[src/rtl/tcv_pkg.sv]
// shared constants and types for the thermocouple channel value path
package tcv_pkg;
  // register byte offsets
  localparam logic [7:0] OFS_CTRL = 8'h00;
  localparam logic [7:0] OFS_SIMVAL = 8'h04;
  localparam logic [7:0] OFS_SUBVAL = 8'h08;
  localparam logic [7:0] OFS_LIMLO = 8'h0C;
  localparam logic [7:0] OFS_START = 8'h10;
  localparam logic [7:0] OFS_END = 8'h14;
  localparam logic [7:0] OFS_LIMHI = 8'h18;
  localparam logic [7:0] OFS_FCLR = 8'h1C;
  localparam logic [7:0] OFS_CJRATIO = 8'h20;
  localparam logic [7:0] OFS_STATUS = 8'h24;
  localparam logic [7:0] OFS_IRQST = 8'h28;
  localparam logic [7:0] OFS_IRQMSK = 8'h2C;
  localparam logic [7:0] OFS_WORD = 8'h30;
  // control field positions
  localparam int CTRL_SIM = 0;
  localparam int CTRL_ERRLO = 1;
  localparam int CTRL_LFDEN = 3;
  localparam int CTRL_CJEXT = 4;
  localparam int CTRL_MODEN = 5;
  localparam int CTRL_W = 6;
  // channel word layout
  localparam int WORD_FAULT_BIT = 1;
  localparam logic [15:0] STAT_MASK = 16'h000F;
  // scaling defaults
  localparam logic [15:0] DEF_LIMLO = 16'h0000;
  localparam logic [15:0] DEF_START = 16'h2710;
  localparam logic [15:0] DEF_END = 16'hC350;
  localparam logic [15:0] DEF_LIMHI = 16'hEA60;
  localparam logic [15:0] DEF_CJRATIO = 16'h0014;
  localparam logic [15:0] DEF_FCLR = 16'h0000;
  localparam logic [15:0] PCT_FULL = 16'h8000;
  // interrupt bits
  localparam int IRQ_FAULT = 0;
  localparam int IRQ_GOOD = 1;
  localparam int IRQ_WORD = 2;
  localparam int IRQ_W = 3;
  // ahb
  localparam logic [1:0] HTRANS_NONSEQ = 2'b10;
  typedef enum logic [1:0] {
    ERR_CURRENT = 2'b00,
    ERR_SUBST = 2'b01,
    ERR_LAST = 2'b10
  } tcv_errmode_e;
  typedef enum logic [1:0] {
    ST_IDLE = 2'b00,
    ST_HIGH = 2'b01,
    ST_LOW = 2'b10
  } tcv_tx_e;
endpackage : tcv_pkg

[src/rtl/tcv_value_path.sv]
// thermocouple channel value path with ahb-lite register slave
// Summary of operation
// - normal mode forwards live measurement as process value.
// - simulation mode forwards configured simulated value instead.
// - current-value strategy passes field value unchanged during errors.
// - substitute strategy outputs configured replacement value during errors.
// - last-valid strategy holds last good measurement from before fault.
// - replacement values carry the invalid-data status.
// - enabled line fault monitoring flags fault and triggers strategy.
// - good reported only after configured count of clean cycles; with monitoring off the code reports good at the next sample.
// - one cold junction measurement inserted after every N measurements; the code requests none while external cold junction is selected.
// - output never below configured lower limit, default zero.
// - start of range maps to 0% point, default 10000.
// - end of range maps to 100% point, default 50000.
// - output never above configured upper limit, default 60000.
// - internal or external cold junction selectable.
// - channel active only while module enabled.
// - word bit 1 is the line fault flag.
// - status bits omitted when scaling lies outside 10000..50000.
// - word sent high byte first, then low byte.
//
// Added by the designer: the register addresses and the AHB-Lite interface to the registers.
`timescale 1ns/10ps
`default_nettype none
module tcv_value_path
  import tcv_pkg::*;
#(
  parameter int DW = 16
) (
  // clock and reset
  input wire logic clk,
  input wire logic rst,
  input wire logic clkEn,
  // ahb-lite slave
  input wire logic hsel,
  input wire logic [31:0] haddr,
  input wire logic [1:0] htrans,
  input wire logic hwrite,
  input wire logic [2:0] hsize,
  input wire logic [31:0] hwdata,
  input wire logic hready,
  output logic [31:0] hrdata,
  output logic hreadyout,
  output logic hresp,
  // measurement front end
  input wire logic measValid,
  input wire logic [DW-1:0] measPct,
  input wire logic measIsCj,
  input wire logic lineFault,
  output logic cjRequest,
  output logic cjExternal,
  // com unit byte stream
  input wire logic txReady,
  output logic txValid,
  output logic [7:0] txByte,
  output logic [DW-1:0] chanWord,
  output logic chanActive,
  output logic irq
);
  typedef struct packed {
    // configuration
    logic [CTRL_W-1:0] ctrl;
    logic [15:0] simVal;
    logic [15:0] subVal;
    logic [15:0] limLo;
    logic [15:0] startPt;
    logic [15:0] endPt;
    logic [15:0] limHi;
    logic [15:0] clrCnt;
    logic [15:0] cjRatio;
    // measurement progress
    logic [15:0] tcCount;
    logic [15:0] goodCnt;
    logic faulted;
    logic [15:0] lastGood;
    logic [15:0] word;
    // interrupts and byte link
    logic [IRQ_W-1:0] irqSt;
    logic [IRQ_W-1:0] irqMsk;
    tcv_tx_e tx;
    logic cjReq;
    // bus address phase
    logic aValid;
    logic aWrite;
    logic [7:0] aAddr;
  } tcv_state_s;

  tcv_state_s s_r, s_nxt;

  // clamp a signed intermediate into the lo..hi window
  function automatic logic [15:0] clamp(input logic signed [33:0] v,
      input logic [15:0] lo, input logic [15:0] hi);
    logic signed [33:0] loS;
    logic signed [33:0] hiS;
    logic signed [33:0] r;
    loS = 34'(signed'({1'b0, lo}));
    hiS = 34'(signed'({1'b0, hi}));
    r = v;
    if (r < loS) begin
      r = loS;
    end
    if (r > hiS) begin
      r = hiS;
    end
    // limits are 16 bit, so the clamped value always fits
    clamp = r[15:0];
  endfunction : clamp

  // linear map of a 0..PCT_FULL fraction onto start..end
  // 34 bits keep a falling span and the product from wrapping
  function automatic logic [15:0] scale(input logic [15:0] pct,
      input logic [15:0] lo, input logic [15:0] st, input logic [15:0] en,
      input logic [15:0] hi);
    logic signed [33:0] span;
    logic signed [33:0] prod;
    logic signed [33:0] v;
    span = 34'(signed'({1'b0, en})) - 34'(signed'({1'b0, st}));
    prod = span * 34'(signed'({1'b0, pct}));
    v = 34'(signed'({1'b0, st})) + (prod >>> 15);
    scale = clamp(v, lo, hi);
  endfunction : scale

  // status nibble: bit 1 line fault, bit 0 invalid data
  function automatic logic [3:0] stat_bits(input logic flt,
      input logic inv);
    stat_bits = {2'b00, flt, inv} & STAT_MASK[3:0];
  endfunction : stat_bits

  // count plus this sample reaches its target; 17 bits, no wrap
  function automatic logic count_reached(input logic [15:0] cnt,
      input logic [15:0] need);
    logic [16:0] nxt;
    nxt = {1'b0, cnt} + 17'h0_0001;
    count_reached = nxt >= {1'b0, need};
  endfunction : count_reached

  logic [31:0] regRd;
  logic active;
  logic errNow;
  logic [15:0] rawVal;
  logic [15:0] outVal;
  logic invalid;
  logic statOk;
  logic [IRQ_W-1:0] irqEv;
  tcv_errmode_e errMode;

  assign errMode = tcv_errmode_e'(s_r.ctrl[CTRL_ERRLO +: 2]);
  assign active = s_r.ctrl[CTRL_MODEN];
  assign statOk = (s_r.startPt >= DEF_START) && (s_r.endPt <= DEF_END);

  always_comb begin
    regRd = 32'h0000_0000;
    if (s_r.aAddr == OFS_CTRL) begin
      regRd = 32'(s_r.ctrl);
    end else if (s_r.aAddr == OFS_SIMVAL) begin
      regRd = {16'h0000, s_r.simVal};
    end else if (s_r.aAddr == OFS_SUBVAL) begin
      regRd = {16'h0000, s_r.subVal};
    end else if (s_r.aAddr == OFS_LIMLO) begin
      regRd = {16'h0000, s_r.limLo};
    end else if (s_r.aAddr == OFS_START) begin
      regRd = {16'h0000, s_r.startPt};
    end else if (s_r.aAddr == OFS_END) begin
      regRd = {16'h0000, s_r.endPt};
    end else if (s_r.aAddr == OFS_LIMHI) begin
      regRd = {16'h0000, s_r.limHi};
    end else if (s_r.aAddr == OFS_FCLR) begin
      regRd = {16'h0000, s_r.clrCnt};
    end else if (s_r.aAddr == OFS_CJRATIO) begin
      regRd = {16'h0000, s_r.cjRatio};
    end else if (s_r.aAddr == OFS_STATUS) begin
      regRd = {29'h0000_0000, s_r.cjReq, s_r.faulted, active};
    end else if (s_r.aAddr == OFS_IRQST) begin
      regRd = 32'(s_r.irqSt);
    end else if (s_r.aAddr == OFS_IRQMSK) begin
      regRd = 32'(s_r.irqMsk);
    end else if (s_r.aAddr == OFS_WORD) begin
      regRd = {16'h0000, s_r.word};
    end
  end

  always_comb begin
    s_nxt = s_r;
    irqEv = '0;
    // front-end sample scaled into counts
    // start maps to 0% point
    rawVal = scale(16'(measPct), s_r.limLo, s_r.startPt, s_r.endPt,
        s_r.limHi);
    // a latched fault stays an error until its clean run ends
    // fault only counts with monitoring on
    errNow = s_r.ctrl[CTRL_LFDEN] && (lineFault || s_r.faulted);
    outVal = rawVal;
    invalid = 1'b0;
    if (s_r.ctrl[CTRL_SIM]) begin
      outVal = scale(s_r.simVal, s_r.limLo, s_r.startPt, s_r.endPt,
          s_r.limHi);
    end else if (errNow) begin
      case (errMode)
        ERR_CURRENT: begin
          outVal = rawVal;
        end
        ERR_SUBST: begin
          outVal = scale(s_r.subVal, s_r.limLo, s_r.startPt, s_r.endPt,
              s_r.limHi);
          invalid = 1'b1;
        end
        ERR_LAST: begin
          outVal = s_r.lastGood;
          invalid = 1'b1;
        end
        default: begin
          outVal = rawVal;
        end
      endcase
    end
    // live value in normal mode otherwise
    if (active && measValid && measIsCj) begin
      s_nxt.cjReq = 1'b0;
      s_nxt.tcCount = 16'h0000;
    end else if (active && measValid) begin
      if (!s_r.ctrl[CTRL_CJEXT] &&
          count_reached(s_r.tcCount, s_r.cjRatio)) begin
        s_nxt.cjReq = 1'b1;
      end
      s_nxt.tcCount = s_r.tcCount + 16'h0001;
      if (s_r.ctrl[CTRL_LFDEN] && lineFault) begin
        if (!s_r.faulted) begin
          irqEv[IRQ_FAULT] = 1'b1;
        end
        s_nxt.faulted = 1'b1;
        s_nxt.goodCnt = 16'h0000;
      end else if (s_r.faulted) begin
        if (count_reached(s_r.goodCnt, s_r.clrCnt) ||
            !s_r.ctrl[CTRL_LFDEN]) begin
          s_nxt.faulted = 1'b0;
          irqEv[IRQ_GOOD] = 1'b1;
        end else begin
          s_nxt.goodCnt = s_r.goodCnt + 16'h0001;
        end
      end else begin
        // only clean, unfaulted samples refresh the held value
        s_nxt.lastGood = rawVal;
      end
      s_nxt.word = outVal;
      if (statOk) begin
        // bit 1 is the fault flag
        s_nxt.word[3:0] = stat_bits(errNow, invalid);
      end
      irqEv[IRQ_WORD] = 1'b1;
      if (s_r.tx == ST_IDLE) begin
        s_nxt.tx = ST_HIGH;
      end
    end
    case (s_r.tx)
      ST_IDLE: begin
        // launch, if any, was decided above
      end
      ST_HIGH: begin
        if (txReady) begin
          s_nxt.tx = ST_LOW;
        end
      end
      ST_LOW: begin
        // no buffer: a word landing mid-send changes this low byte
        if (txReady) begin
          s_nxt.tx = ST_IDLE;
        end
      end
      default: begin
        s_nxt.tx = ST_IDLE;
      end
    endcase

    // ahb data phase
    if (s_r.aValid && s_r.aWrite) begin
      if (s_r.aAddr == OFS_CTRL) begin
        s_nxt.ctrl = hwdata[CTRL_W-1:0];
      end else if (s_r.aAddr == OFS_SIMVAL) begin
        s_nxt.simVal = hwdata[15:0];
      end else if (s_r.aAddr == OFS_SUBVAL) begin
        s_nxt.subVal = hwdata[15:0];
      end else if (s_r.aAddr == OFS_LIMLO) begin
        s_nxt.limLo = hwdata[15:0];
      end else if (s_r.aAddr == OFS_START) begin
        s_nxt.startPt = hwdata[15:0];
      end else if (s_r.aAddr == OFS_END) begin
        s_nxt.endPt = hwdata[15:0];
      end else if (s_r.aAddr == OFS_LIMHI) begin
        s_nxt.limHi = hwdata[15:0];
      end else if (s_r.aAddr == OFS_FCLR) begin
        s_nxt.clrCnt = hwdata[15:0];
      end else if (s_r.aAddr == OFS_CJRATIO) begin
        s_nxt.cjRatio = hwdata[15:0];
      end else if (s_r.aAddr == OFS_IRQST) begin
        s_nxt.irqSt = s_r.irqSt & ~hwdata[IRQ_W-1:0];
      end else if (s_r.aAddr == OFS_IRQMSK) begin
        s_nxt.irqMsk = hwdata[IRQ_W-1:0];
      end
    end
    // set wins over write-one clear
    s_nxt.irqSt = s_nxt.irqSt | irqEv;

    // address phase latched here; its data phase is the next cycle
    if (hsel && hready && htrans == HTRANS_NONSEQ) begin
      s_nxt.aValid = 1'b1;
      s_nxt.aWrite = hwrite;
      s_nxt.aAddr = haddr[7:0];
    end else begin
      s_nxt.aValid = 1'b0;
    end
  end

  always_ff @(posedge clk or posedge rst) begin
    if (rst) begin
      s_r <= '{
        ctrl: '0,
        simVal: 16'h0000,
        subVal: 16'h0000,
        limLo: DEF_LIMLO,
        startPt: DEF_START,
        endPt: DEF_END,
        limHi: DEF_LIMHI,
        clrCnt: DEF_FCLR,
        cjRatio: DEF_CJRATIO,
        tcCount: 16'h0000,
        goodCnt: 16'h0000,
        faulted: 1'b0,
        lastGood: DEF_START,
        word: 16'h0000,
        irqSt: '0,
        irqMsk: '0,
        tx: ST_IDLE,
        cjReq: 1'b0,
        aValid: 1'b0,
        aWrite: 1'b0,
        aAddr: 8'h00
      };
    end else if (clkEn) begin
      // low enable also freezes the bus slave while hreadyout stays high: masters must idle then
      s_r <= s_nxt;
    end
  end

  // zero wait states: read data is decoded from the latched address
  assign hrdata = s_r.aValid ? regRd : 32'h0000_0000;
  // every register answers at once, so no wait states
  assign hreadyout = 1'b1;
  assign hresp = 1'b0;
  assign txValid = (s_r.tx != ST_IDLE);
  assign txByte = (s_r.tx == ST_HIGH) ? s_r.word[15:8] : s_r.word[7:0];
  assign chanWord = s_r.word;
  assign chanActive = active;
  assign cjRequest = s_r.cjReq;
  assign cjExternal = s_r.ctrl[CTRL_CJEXT];
  // per-source gating, then one level output
  logic [IRQ_W-1:0] irqLive;
  for (genvar i = 0; i < IRQ_W; i++) begin : g_irq
    assign irqLive[i] = s_r.irqSt[i] & s_r.irqMsk[i];
  end
  assign irq = |irqLive;
endmodule : tcv_value_path
`default_nettype wire

[config.mk]
export PLATFORM = sky130hd
export DESIGN_NAME = tcv_value_path
export DESIGN_NICKNAME = d
export VERILOG_FILES = /design/src/rtl/tcv_pkg.sv /design/src/rtl/tcv_value_path.sv
export SDC_FILE = /design/constraint.sdc
export NUM_CORES = 2
export LEC_CHECK = 0
export BUFFER_PORTS_ARGS = -buffer_cell sky130_fd_sc_hd__buf_2
export CAP_MARGIN = 5
export CORE_AREA = 2 2 286 288
export CTS_BUF_LIST = sky130_fd_sc_hd__clkbuf_4 sky130_fd_sc_hd__clkbuf_8
export CTS_CLUSTER_DIAMETER = 60
export DETAILED_ROUTE_END_ITERATION = 16
export DIE_AREA = 0 0 288 290
export PLACE_DENSITY_LB_ADDON = 0.12
export SLEW_MARGIN = 30
export SYNTH_ARGS = -nofsm -noshare
export SYNTH_HDL_FRONTEND = slang
export SYNTH_SLANG_ARGS = --single-unit
[constraint.sdc]
create_clock -name clk -period 20.6 [get_ports clk]
set_input_delay 2.06 -clock clk [delete_from_list [all_inputs] [get_ports clk]]
set_output_delay 2.06 -clock clk [all_outputs]
set_load 0.01 [all_outputs]
Word-level counts from Yosys, hierarchy flattened --
Index checks and enable logic that the tools add are counted.
Cells by class: $mul 3, equality and inequality tests 18, add/sub/neg operators 8, $lt $le $gt $ge 10, bitwise logic cells 19, muxes and demuxes 69, reductions and logical operators 37
Operator list (count):
- 16-bit 2-to-1 mux | 20
- 34-bit 2-to-1 mux | 7
- 34-bit by 17-bit > comparator with 1-bit output | 3
- 17-bit by 17-bit multiplier with 34-bit output | 3
- 32-bit 2-to-1 mux | 3
- 65-bit 2-to-1 mux | 1
- 17-bit by 19-bit adder with 20-bit output | 3
- 20-bit by 17-bit less-than comparator with 1-bit output | 3
- 6-bit 2-to-1 mux | 10
- 8-bit by 6-bit == test with 1-bit output (second input constant) | 5
- 16-bit by 1-bit adder with 17-bit output (second input constant) | 2
- 17-bit by 16-bit greater-or-equal comparator with 1-bit output | 2
- 17-bit 2-to-1 mux | 2
- 16-bit by 1-bit adder with 16-bit output (second input constant) | 2
- 8-bit by 5-bit == test with 1-bit output (second input constant) | 4
- 16-bit case mux with 2 select lines | 1
- 3-bit 2-to-1 mux | 6
- 16-bit by 16-bit subtractor with 17-bit output | 1
- 8-bit by 4-bit == test with 1-bit output (second input constant) | 2
- 16-bit by 14-bit greater-or-equal comparator with 1-bit output (second input constant) | 1
- 16-bit <= comparator (second input constant) | 1
- 5-bit AND reduction | 3
- 1-bit NOT | 13
- 13-bit AND reduction | 1
- other kinds (30) | 65
Word-level totals: input bits 95, register bits 218, logic and storage cells 185, output and inout port bits 63

Depth between registers and ports, before layout --
word-level depth 16, gate-level depth with buffers 68, depth with buffers taken out 64

Worst setup path after synthesis --
OpenSTA, ideal clock, no wires.
kind flip-flop to flip-flop, start reg s_r[149] in the netlist's numbering, end reg s_r, in the netlist chanWord[11], cell stages (with the launch flop) 64, path buffers 6, slack 6.376 ns, required time 20.462 ns, arrival time 14.086 ns, path through dfrtp_1 > inv_1 > ha_1 > nor2b_1 > o21ai_0 > a21boi_0 > o21ai_0 > a21boi_0 > o21a_1 > nor2_1 > o211ai_1 > nand4_1 > and2_1 > clkbuf_1 > clkbuf_1 > clkbuf_1 > o211ai_1 > fa_1 > [... 28 more ...] > a211o_1 > a21oi_1 > ha_1 > clkbuf_1 > clkbuf_1 > mux2_2 > ha_1 > nor2b_1 > o21a_1 > o21a_1 > o21a_1 > o21ai_0 > a21oi_1 > o21ai_0 > a21boi_2 > mux2_2 > a221oi_1 > o211ai_1
On the way: word-level cells in the longest chain between the ends 13
Ends and longest elaborated chain:
- start, declared | RTL line tcv_value_path.sv:88 | tcv_state_s s_r, s_nxt;
- start signal, assigned | RTL line tcv_value_path.sv:315 | s_r <= '{
- start signal, assigned | RTL line tcv_value_path.sv:340 | s_r <= s_nxt;
- 16-bit by 16-bit subtractor with 17-bit output | RTL line tcv_value_path.sv:117 | span = 34'(signed'({1'b0, en})) - 34'(signed'({1'b0, st}));
- 17-bit by 17-bit multiplier with 34-bit output | RTL line tcv_value_path.sv:118 | prod = span * 34'(signed'({1'b0, pct}));
- 17-bit by 19-bit adder with 20-bit output | RTL line tcv_value_path.sv:119 | v = 34'(signed'({1'b0, st})) + (prod >>> 15);
- 20-bit by 17-bit less-than comparator with 1-bit output | RTL line tcv_value_path.sv:99 | if (r < loS) begin
- 34-bit 2-to-1 mux | RTL line tcv_value_path.sv:99
- 34-bit 2-to-1 mux | RTL line tcv_value_path.sv:198 | case (errMode)
- 34-bit 2-to-1 mux | RTL line tcv_value_path.sv:197 | end else if (errNow) begin
- 34-bit 2-to-1 mux | RTL line tcv_value_path.sv:194 | if (s_r.ctrl[CTRL_SIM]) begin
- 34-bit by 17-bit > comparator with 1-bit output | RTL line tcv_value_path.sv:102 | if (r > hiS) begin
- 16-bit 2-to-1 mux | RTL line tcv_value_path.sv:102
- 16-bit case mux with 2 select lines | RTL line tcv_value_path.sv:198
- 16-bit 2-to-1 mux | RTL line tcv_value_path.sv:197
- 16-bit 2-to-1 mux (*) | RTL line tcv_value_path.sv:194
Every way passes the cells marked *; elsewhere a longest branch is shown, timed or not. The select of a mux whose other input is x is not followed. A chain may end at the register's enable or synchronous reset.

Worst setup path in the final report --
start reg s_r[149] in the netlist's numbering, end reg s_r, in the netlist chanWord[6]
The elaborated chain is that of the path after synthesis.

==> impl_metrics.env <==
export IMPL_status="completed"
export IMPL_firstDrtPassIters=6
export IMPL_gp_congestion=1.04
export IMPL_cts_tree="built"
export IMPL_ir_drop_mv=0.774
export IMPL_cts_resized=0
export IMPL_combPwrFrac_pct=88.3
export IMPL_setup_violations=0
export IMPL_core_area_um2=80200
export IMPL_start_util_pct=64.7
export IMPL_drive_gt1_share_pct=7.54
export IMPL_seq_area_um2=5500
export IMPL_maxSlewHeadroom_pct=30.7
export IMPL_p_per_area_nw_per_um2=148
export IMPL_routedWlPerCell_um=22.0
export IMPL_fin_nets=7295
export IMPL_path_max_fanout=23
export IMPL_path_depth=57
export IMPL_die_width_um=288
export IMPL_max_cap_violations=0
export IMPL_cts_sinks=218
export IMPL_dp_hpwl_um=121000
export IMPL_synth_distinct_cells=87
export IMPL_whs_ns=0.481
export IMPL_syn_area_um2=51900
export IMPL_grt_overflow_total=0
export IMPL_multi_input_area_um2=40800
export IMPL_synth_avg_cell_area_um2=8.55
export IMPL_route_vias_total=42900
export IMPL_via_per_inst=6.12
export IMPL_fin_skew_ns=0.0200
export IMPL_synth_ff_type="dfrtp_1"
export IMPL_power_uw=7950
export IMPL_end_kind="flip-flop"
export IMPL_numCtsBuffers=36
export IMPL_h_tree_depth=2
export IMPL_grt_pass1_wl_um=247000
export IMPL_synth_top_area_share_pct=32.2
export IMPL_critPathArrivalTime_ns=18.28
export IMPL_dieArea_um2=83500
export IMPL_netlist_instances=6069
export IMPL_hold_violations=0
export IMPL_p_int_uw=3130
export IMPL_hold_class="reg -> reg"
export IMPL_critical_path_class="reg -> reg"
export IMPL_ant_nets=0
export IMPL_fin_cells=6999
export IMPL_drt_iter0_drc=3780
export IMPL_ioPinCount=158
export IMPL_yosysWarnings=0
export IMPL_sequentialPowerShare_pct=6.3
export IMPL_required_ns=21.05
export IMPL_die_h_um=290
export IMPL_synthTopCellsByArea="fa_1, ha_1, dfrtp_1"
export IMPL_netSwitchingFraction_pct=60.6
export IMPL_fin_setup_tns_ns=0
export IMPL_seq_area_frac_synth_pct=10.6
export IMPL_grt_max_degree=85
export IMPL_antenna_found_initial=2
export IMPL_port_buffers=96
export IMPL_reg2regPathDepth=57
export IMPL_cts_buffer_depth=3
export IMPL_yosys_area_top_type="fa_1"
export IMPL_drc_errors=0
export IMPL_rsz0062_at_grt="no"
export IMPL_utilization_pct=67.0
export IMPL_crit_path_max_incr_delay_ns=0.87
export IMPL_period_share_pct=86.6
export IMPL_period_needed_ns=17.83
export IMPL_synthTopCellsByCount="inv_1, fa_1, nand2_1"
export IMPL_first_global_vias=43400
export IMPL_cts_hold_buf=0
export IMPL_syn_to_final_growth_pct=3.53
export IMPL_clk_latency_ns=0.60
export IMPL_start_kind="flip-flop"
export IMPL_path_delay_family="compound AO/OA/AOI/OAI gates"
export IMPL_cts_root_buffer="clkbuf_8"
export IMPL_nFillCells=6742
export IMPL_clock_fmax_mhz=56.1
export IMPL_tightest_slew_ns=1.04
export IMPL_path_clk_slew_ns=0.07
export IMPL_async_reset_ff_share_pct=100
export IMPL_grt_use_total_pct=38.0
export IMPL_crit_path_top_delay_cell="nand3_1"
export IMPL_rows=104
export IMPL_synth_most_common_cell="inv_1"
export IMPL_slew_viol_final=0
export IMPL_dp_cells=6933
export IMPL_power_switching_uw=4820
export IMPL_synth_edf_count=0
export IMPL_timing_critical_path_buf_inv=6
export IMPL_wl_um=154000
export IMPL_hold_depth=2
export IMPL_cellLeakagePower_uw=0.0274
export IMPL_clockPowerShare_pct=5.4
export IMPL_postCtsSetupRepairBufs=0
export IMPL_synth_seq_cells=218
-- metrics by stage --
stage | setup WS (ns) | cell area [um2]
floorplan | 6.38 | 51900
global placement | 3.37 | 52800
detailed placement | 3.31 | 52900
CTS | 3.24 | 53700
global route | 1.89 | 53700
finish | 2.77 | 53700
-- power groups by stage --
stage / Sequential (uW) / Combinational (uW) / Clock (uW)
final: 498 / 7020 / 430
after global routing: 498 / 7500 / 448
after CTS: 495 / 6740 / 431
after detailed placement: 502 / 6700 / 0
after global placement: 502 / 6610 / 0
after floorplan: 476 / 4900 / 0
-- final cells by class --
type,count,area share [%]
Antenna cell,1,0.00466
Multi-Input combinational cell,4351,76.0
Sequential cell,218,10.2
Timing Repair Buffer,162,1.84
Inverter,1142,8.00
Clock buffer,54,1.27
Tap cell,1060,2.47
Clock inverter,11,0.210
-- tightest hold or removal path, cell delays in order (launching register included) --
cell and delay, ns:
dfstp_2 0.36, nand2_1 0.04, o21ai_0 0.07
-- routing by layer --
metal | share of wire [%] | global-route usage, % | wire [um]
met5 | 0 | 0 | 0
met4 | 4.2 | 13.4 | 6540
met3 | 9.5 | 5.88 | 14700
met2 | 45 | 59.6 | 70000
met1 | 41 | 53.8 | 62800
-- cell usage in the layout, fill, tap and decap left out, drive strengths merged, types with 91 or more instances in the layout --
cell   instances
ha           454
nor2b        130
o21ai        219
buf          162
nand2        709
fa           835
inv         1143
nand3        201
nor2         173
xnor2         91
dfrtp        193
mux2         137
a21oi        205
and2         314
-- flip-flops by register name, summed over array words and instances, names as in the netlist --
signal and flops:
chanActive 1, chanWord 16, cjExternal 1, cjRequest 1
errMode 2, s_r 197
-- cell families after synthesis --
kind of cell               synth area share (%)
AOI/OAI and AO/OA                          11.6
xor gates and xnor gates                   2.38
adders and majority gates                  43.2
buffers and inverters                      11.3
DFF                                        10.6
muxes                                      3.44
other                                    0.0145
and+or+nand+nor                            17.6
-- final timing paths --
check,slack (ns),to,start
max,2.77,chanWord[6]$_DFFE_PP0P_,s_r[149]$_DFFE_PP0P_
min,0.48,s_r[45]$_DFFE_PP1P_,s_r[45]$_DFFE_PP1P_
max reg2reg,2.77,chanWord[6]$_DFFE_PP0P_,s_r[149]$_DFFE_PP0P_
min reg2reg,0.48,s_r[45]$_DFFE_PP1P_,s_r[45]$_DFFE_PP1P_
max in group asynchronous,17.76,s_r[157]$_DFFE_PP1P_,rst
min in group asynchronous,1.56,s_r[1]$_DFFE_PP0P_,rst
Note: power is estimated with default switching activity, not from simulation.
